--- src/hw/srsl_pkg.sv ---
// package: constants for the service request and status byte logic
// assumes: single 250 MHz clock domain, all inputs already synchronous
`default_nettype none
package srsl_pkg;
   // status byte and mask bit positions
   localparam int BIT_OVF       = 0;
   localparam int BIT_ILL_OPT   = 0;
   localparam int BIT_ILL_CMD   = 1;
   localparam int BIT_NO_REMOTE = 2;
   localparam int BIT_DONE      = 3;
   localparam int BIT_BUSY      = 4;
   localparam int BIT_ERR_VIEW  = 5;
   localparam int BIT_SRQ       = 6;
   localparam int BIT_UNUSED    = 7;
   // fields of the mask value
   localparam logic [7:0] DATA_MASK_BITS = 8'h19;
   localparam logic [2:0] ERR_MASK_BITS  = 3'h7;
   localparam logic [7:0] ERR_BANK_WT    = 8'h20;
   // reset values
   localparam logic [7:0] RST_BYTE       = 8'h00;
   localparam logic [2:0] RST_ERR_MASK   = 3'h0;
   localparam logic [7:0] RST_DATA_MASK  = 8'h00;
   // request state
   typedef enum logic [1:0] {
      SRSL_IDLE = 2'b01,
      SRSL_PEND = 2'b10
   } srsl_state_t;
endpackage : srsl_pkg
`default_nettype wire

--- src/hw/srsl_flag.sv ---
// sticky flags: set pulses win over a clear pulse in the same cycle
// assumes: set and clear come from logic on mclk
`default_nettype none
module srsl_flag #(
   parameter int W = 1
) (
   input  wire logic         mclk,
   input  wire logic         resetn,
   input  wire logic [W-1:0] set,
   input  wire logic         clr,
   output logic      [W-1:0] flag
);
   logic [W-1:0] flag_r;

   always_ff @(posedge mclk or negedge resetn)
   begin
      if (!resetn)
      begin
         flag_r <= '0;
      end
      else
      begin
         flag_r <= (clr ? '0 : flag_r) | set;
      end
   end

   assign flag = flag_r;
endmodule // srsl_flag
`default_nettype wire

--- src/hw/srsl_top.sv ---
// service request generation and status byte for a bus-attached instrument
// assumes: command parser, poll logic and measurement core share mclk
//
// Contract
// - power-up or device clear/selected clear zero both masks
// - any enabled condition raises a request; several may be enabled
// - value with bit 5 clear loads data mask: bits 0, 3, 4
// - value with bit 5 set loads error mask: bits 0, 1, 2
// - value 32 alone clears all error enables
// - data-caused byte has bit 5 clear, cause bits 0/3/4 set
// - error-caused byte has bit 5 set and exactly one error bit
// - only the first error is recorded until the byte is read
// - a generated request sets bit 6 of the status byte
// - with no request pending the byte shows live status
// - busy-caused request shows only the busy data bit
// - byte frozen from request until controller reads it
// - request line held until the status byte is read
// - illegal option sets flag; cleared on status byte read
// - illegal command sets flag; cleared on status byte read
// - overflow flag set when input exceeds selected range
// - reading-done flag set when conversion finishes
// - busy shown while a prior command is still executing
// - command in local operation raises not-in-remote error
// - byte presented during the serial poll sequence
// - mask reported as sum of enabled bit weights
`default_nettype none
module srsl_top (
   input  wire logic       mclk,
   input  wire logic       resetn,
   input  wire logic       bus_clear,
   input  wire logic       mask_wr,
   input  wire logic [7:0] mask_val,
   input  wire logic       overflow_evt,
   input  wire logic       conv_done,
   input  wire logic       busy,
   input  wire logic       illegal_option_error,
   input  wire logic       illegal_command_error,
   input  wire logic       device_dependent_command,
   input  wire logic       remote,
   input  wire logic       poll_rd,
   output logic            srq,
   output logic [7:0]      status_byte,
   output logic [7:0]      mask_data_sum,
   output logic [7:0]      mask_err_sum
);
   logic [7:0]          data_mask_r;
   logic [2:0]          err_mask_r;
   srsl_pkg::srsl_state_t state_r;
   logic [7:0]          frozen_r;
   logic [7:0]          status_r;
   logic                srq_r;
   logic [7:0]          mask_data_r;
   logic [7:0]          mask_err_r;
   logic                busy_d_r;
   logic [2:0]          err_flag;
   logic [1:0]          data_flag;
   logic [2:0]          err_set;
   logic [1:0]          data_set;
   logic                busy_rise;
   logic [2:0]          err_hit;
   logic [2:0]          err_first;
   logic                data_hit;
   logic                req_fire;
   logic [7:0]          cause_byte;
   logic [7:0]          live_byte;
   logic [7:0]          byte_nxt;
   logic                read_now;

   // lowest-numbered error wins so one bit is reported
   function automatic logic [2:0] first_one(input logic [2:0] v);
      if (v[0])
         first_one = 3'b001;
      else if (v[1])
         first_one = 3'b010;
      else if (v[2])
         first_one = 3'b100;
      else
         first_one = 3'b000;
   endfunction

   assign read_now = poll_rd & (state_r == srsl_pkg::SRSL_PEND);

   // error and data events
   assign err_set[srsl_pkg::BIT_ILL_OPT]   = illegal_option_error;
   assign err_set[srsl_pkg::BIT_ILL_CMD]   = illegal_command_error;
   assign err_set[srsl_pkg::BIT_NO_REMOTE] = device_dependent_command & ~remote;
   assign data_set[0] = overflow_evt;
   assign data_set[1] = conv_done;

   srsl_flag #(.W(3)) u_err_flags (
      .mclk   (mclk),
      .resetn (resetn),
      .set    (err_set),
      .clr    (poll_rd),
      .flag   (err_flag)
   );

   srsl_flag #(.W(2)) u_data_flags (
      .mclk   (mclk),
      .resetn (resetn),
      .set    (data_set),
      .clr    (poll_rd),
      .flag   (data_flag)
   );

   always_ff @(posedge mclk or negedge resetn)
   begin
      if (!resetn)
      begin
         busy_d_r <= 1'b0;
      end
      else
      begin
         busy_d_r <= busy;
      end
   end

   assign busy_rise = busy & ~busy_d_r;

   // mask loading
   always_ff @(posedge mclk or negedge resetn)
   begin
      if (!resetn)
      begin
         data_mask_r <= srsl_pkg::RST_DATA_MASK;
         err_mask_r  <= srsl_pkg::RST_ERR_MASK;
      end
      else if (bus_clear)
      begin
         data_mask_r <= srsl_pkg::RST_DATA_MASK;
         err_mask_r  <= srsl_pkg::RST_ERR_MASK;
      end
      else if (mask_wr && !mask_val[srsl_pkg::BIT_ERR_VIEW])
      begin
         data_mask_r <= mask_val & srsl_pkg::DATA_MASK_BITS;
      end
      else if (mask_wr)
      begin
         err_mask_r <= mask_val[2:0] & srsl_pkg::ERR_MASK_BITS;
      end
   end

   // request causes
   assign err_hit  = err_set & err_mask_r;
   assign err_first = first_one(err_hit);
   assign data_hit = (overflow_evt & data_mask_r[srsl_pkg::BIT_OVF])
                   | (conv_done & data_mask_r[srsl_pkg::BIT_DONE])
                   | (busy_rise & data_mask_r[srsl_pkg::BIT_BUSY]);
   assign req_fire = (|err_hit) | data_hit;

   always_comb
   begin
      cause_byte = srsl_pkg::RST_BYTE;
      cause_byte[srsl_pkg::BIT_SRQ] = 1'b1;
      if (|err_hit)
      begin
         cause_byte[srsl_pkg::BIT_ERR_VIEW] = 1'b1;
         cause_byte[2:0] = err_first;
      end
      else if (busy_rise && data_mask_r[srsl_pkg::BIT_BUSY])
      begin
         cause_byte[srsl_pkg::BIT_BUSY] = 1'b1;
      end
      else
      begin
         cause_byte[srsl_pkg::BIT_OVF]  = overflow_evt & data_mask_r[srsl_pkg::BIT_OVF];
         cause_byte[srsl_pkg::BIT_DONE] = conv_done & data_mask_r[srsl_pkg::BIT_DONE];
      end
   end

   // live view: error view while any error flag stands
   always_comb
   begin
      live_byte = srsl_pkg::RST_BYTE;
      if (|err_flag)
      begin
         live_byte[srsl_pkg::BIT_ERR_VIEW] = 1'b1;
         live_byte[2:0] = err_flag;
      end
      else
      begin
         live_byte[srsl_pkg::BIT_OVF]  = data_flag[0];
         live_byte[srsl_pkg::BIT_DONE] = data_flag[1];
         live_byte[srsl_pkg::BIT_BUSY] = busy;
      end
   end

   // request state: a new cause in the read cycle wins
   always_ff @(posedge mclk or negedge resetn)
   begin
      if (!resetn)
      begin
         state_r  <= srsl_pkg::SRSL_IDLE;
         frozen_r <= srsl_pkg::RST_BYTE;
      end
      else
      begin
         case (state_r)
            srsl_pkg::SRSL_IDLE:
            begin
               if (req_fire)
               begin
                  state_r  <= srsl_pkg::SRSL_PEND;
                  frozen_r <= cause_byte;
               end
            end
            srsl_pkg::SRSL_PEND:
            begin
               if (poll_rd && req_fire)
               begin
                  frozen_r <= cause_byte;
               end
               else if (poll_rd)
               begin
                  state_r <= srsl_pkg::SRSL_IDLE;
               end
            end
            default:
            begin
               state_r <= srsl_pkg::SRSL_IDLE;
            end
         endcase
      end
   end

   always_comb
   begin
      if (state_r == srsl_pkg::SRSL_PEND && !poll_rd)
         byte_nxt = frozen_r;
      else if (req_fire)
         byte_nxt = cause_byte;
      else
         byte_nxt = live_byte;
   end

   // outputs
   always_ff @(posedge mclk or negedge resetn)
   begin
      if (!resetn)
      begin
         status_r <= srsl_pkg::RST_BYTE;
         srq_r    <= 1'b0;
      end
      else
      begin
         status_r <= byte_nxt;
         srq_r    <= (state_r == srsl_pkg::SRSL_PEND && !poll_rd) || req_fire;
      end
   end

   always_ff @(posedge mclk or negedge resetn)
   begin
      if (!resetn)
      begin
         mask_data_r <= srsl_pkg::RST_DATA_MASK;
         mask_err_r  <= srsl_pkg::RST_BYTE;
      end
      else
      begin
         mask_data_r <= data_mask_r;
         mask_err_r  <= (|err_mask_r) ? (srsl_pkg::ERR_BANK_WT | {5'h00, err_mask_r})
                                      : srsl_pkg::RST_BYTE;
      end
   end

   assign srq           = srq_r;
   assign status_byte   = status_r;
   assign mask_data_sum = mask_data_r;
   assign mask_err_sum  = mask_err_r;
endmodule // srsl_top
`default_nettype wire

--- config.mk ---
export PLATFORM = sky130hd
export DESIGN_NAME = srsl_top
export DESIGN_NICKNAME = d
export VERILOG_FILES = /design/src/hw/srsl_pkg.sv /design/src/hw/srsl_flag.sv /design/src/hw/srsl_top.sv
export SDC_FILE = /design/constraint.sdc
export NUM_CORES = 1
export LEC_CHECK = 0
export BUFFER_PORTS_ARGS = -buffer_cell sky130_fd_sc_hd__buf_4
export CAP_MARGIN = 20
export CORE_UTILIZATION = 40
export DETAILED_ROUTE_END_ITERATION = 8
export PLACE_DENSITY = 0.74
export SYNTH_ARGS = -nofsm -noshare
export SYNTH_HDL_FRONTEND = slang
export SYNTH_SLANG_ARGS = --single-unit
--- constraint.sdc ---
create_clock -name mclk -period 2.15 [get_ports mclk]
set_input_delay 0.3225 -clock mclk [delete_from_list [all_inputs] [get_ports mclk]]
set_output_delay 0.3225 -clock mclk [all_outputs]
set_load 0.1 [all_outputs]
==> impl_metrics.csv <==
group,metric,value,unit
run_status,outcome,"completed",
logic_synthesis,netlist_instances,138,
floorplanning,die_w,64.13,um
logic_synthesis,yosysUniqueCellTypes,39,
worst_setup_path,worstSetupStartpointType,"flip-flop",
sta,skew,4.875,ps
route,routed_wl,2758,um
sta,relSlewSlack,0.6437,
clocking,cts_max_path_buffers,2,
route,wl_per_cell,12.54,um
cells_and_area,antenna_cells,0,
placed_design,place.gp.congestion,0.8840,
worst_setup_path,cp-end-kind,"flip-flop",
clocking,clock_latency,290,ps
min_path,min_path_type,"in -> reg",
worst_setup_path,arrival,1760,ps
logic_synthesis,synth_ff_type,"dfrtp_1",
placed_design,hpwl,2136,um
cells_and_area,syn_to_final_growth,22.53,%
worst_setup_path,worstPathRequired,2330,ps
cells_and_area,multiInputGateArea,541.8,um2
route,drt_iter0_markers,44,
worst_setup_path,path_class,"reg -> reg",
logic_synthesis,synth_seq_cells,36,
sta,final.min_clock_period,1579,ps
clocking,cts_max_level,2,
power_and_ir_drop,pwr_density_cell,971.4,nW/um2
floorplanning,die_area,4113,um2
logic_synthesis,synth.area.top_cells,"dfrtp_1 (57%), buf_4 (4.9%), mux2i_1 (3.9%), nand2_1 (2.7%), nor2_1 (2.7%)",
logic_synthesis,syn_area,1544,um2
sta,report.final.slew_viol_count,0,
sta,rsz0062_at_grt,"no",
global_route,track_usage,0.1592,
route,viasPerCell,4.941,
floorplanning,io_pins,45,
clocking,cts_tree,"yes",
sta,finalSetupViolCount,0,
logic_synthesis,synth_largest_area_cell,"dfrtp_1",
clocking,post_cts_resized,0,
floorplanning,num_rows,22,
cells_and_area,finalNetCount,191,
logic_synthesis,synthTopCellsByCount,"dfrtp_1 (35), nand2_1 (11), nor2_1 (11)",
floorplanning,start_util,0.4186,
placed_design,io_buffers,32,
global_route,overflow,0,
logic_synthesis,yosys_warnings,0,
logic_synthesis,synth-async-reset-ratio,1.000,
power_and_ir_drop,irDropWorstVdd,0.0002961,V
power_and_ir_drop,p_total,1.838,mW
logic_synthesis,synth_top_area_frac,0.5673,
logic_synthesis,syn_avg_cell_area,11.19,um2
route,vias,1087,
logic_synthesis,synth_most_common_cell,"dfrtp_1",
flow_run,drv_cap,0,
sta,hold_viol_final,0,
cells_and_area,seqCellArea,902.1,um2
global_route,grt_pass1_vias,1117,
power_and_ir_drop,p_leak,0.9562,nW
route,antenna_left,0,
clocking,postCtsSetupRepairBufs,0,
sta,tightest_slew,534.4,ps
cells_and_area,fillers,351,
logic_synthesis,synth_edf_count,0,
global_route,grt_pass1_wl,4940,um
route,drc_errors,0,
floorplanning,core-area,3689,um2
cells_and_area,drive_above_1_share,0.2849,
route,dr.pass1.iters,4,
sta,min_period_over_period,0.7346,
clocking,path_clk_slew,70,ps
worst_setup_path,r2r_slack,570,ps
floorplanning,die_h,64.13,um
worst_setup_path,cp_max_fo,4,
clocking,cts_made_buffers,5,
sta,fin_tns_setup,0,ps
global_route,grt_start_max_net_pins,37,
logic_synthesis,seq_area_frac_synth,0.5843,
sta,fmax,633.2,MHz
global_route,antenna_found_initial,0,
clocking,cts_sinks,36,
clocking,root_buffer,"clkbuf_8",
[layout make-up]
type,instances,area share
clock buffer,5,0.03638
inverter,7,0.01389
timing repair buffer,33,0.1323
multi-input combinational,88,0.2864
sequential,36,0.4769
tap,48,0.03175
clock inverter,3,0.02249
[critical path, cell delays in order (launching register included)]
cell and delay (ps):
dfstp_2 540, inv_1 40, o21ai_1 250, a21boi_4 320, mux2_4 320
[cells in the final DEF (no fill, tap or decap), types with 2 or more instances in the layout]
master     n
nand2_1   11
a31oi_1    4
a22o_1     2
dfrtp_1   35
nand3b_1   3
o21ai_1    2
inv_1      6
nand2b_1   2
nand3_1    8
conb_1    10
clkbuf_8   5
buf_4     32
a21o_1     4
nand4_1    2
mux2i_1    6
nor2_1    11
a21oi_1    5
[where the power goes]
group | total (mW) | internal [mW] | switching [mW]
registers | 0.779 | 0.744 | 0.0349
clock network | 0.574 | 0.343 | 0.232
logic | 0.484 | 0.118 | 0.367
[per-layer routing]
metal	up-vias	share of wire	global-route usage
li1	517	-	-
met1	524	0.40	0.1774
met2	38	0.53	0.2686
met3	8	0.049	0.05179
met4	0	0.021	0.08611
met5	-	0	0
[path summary, 6_finish.rpt]
path	from	end	cells past startpoint
max	state_r[0]$_DFFE_PN1P_	frozen_r[0]$_DFFE_PN0P_	4
min	busy	busy_d_r$_DFF_PN0_	1
max reg2reg	state_r[0]$_DFFE_PN1P_	frozen_r[0]$_DFFE_PN0P_	4
min reg2reg	data_mask_r[4]$_DFFE_PN0P_	mask_data_sum[4]$_DFF_PN0_	0
max in group asynchronous	resetn	state_r[0]$_DFFE_PN1P_	2
min in group asynchronous	resetn	frozen_r[0]$_DFFE_PN0P_	2
[logic make-up after synthesis]
group,Yosys count,share of synthesized area
mux,7,0.04862
compound gates,25,0.1248
other cells,1,0.002429
buf+inv,23,0.08670
simple gates,46,0.1532
flops,36,0.5843
[per-stage QoR]
stage / cells / instance area (um2) / setup slack [ps] / hold slack [ps] / util
finish: 220 / 1892 / 570.6 / 174.2 / 0.5129
global route: 220 / 1892 / 464.6 / 153.0 / 0.5129
CTS: 220 / 1892 / 577.7 / 162.0 / 0.5129
detailed placement: 211 / 1770 / 508.5 / 295.9 / 0.4800
global placement: 211 / 1770 / 547.0 / 289.8 / 0.4800
floorplan: 147 / 1578 / 705.0 / 26.91 / -
[what timing repair did]
action                                  CTS  global route
hold endpoints to repair                 35             0
hold buffers                              1             0
endpoints found under the setup margin    0             0
[state kept, by name, indices dropped and copies added, names as in the netlist]
name / count
state_r: 2
u_err_flags.flag: 3
busy_d_r: 1
frozen_r: 7
srq: 1
data_mask_r: 3
mask_data_sum: 3
mask_err_sum: 4
status_byte: 7
u_data_flags.flag: 2
err_mask_r: 3
Note: power is estimated with default switching activity, not from simulation.
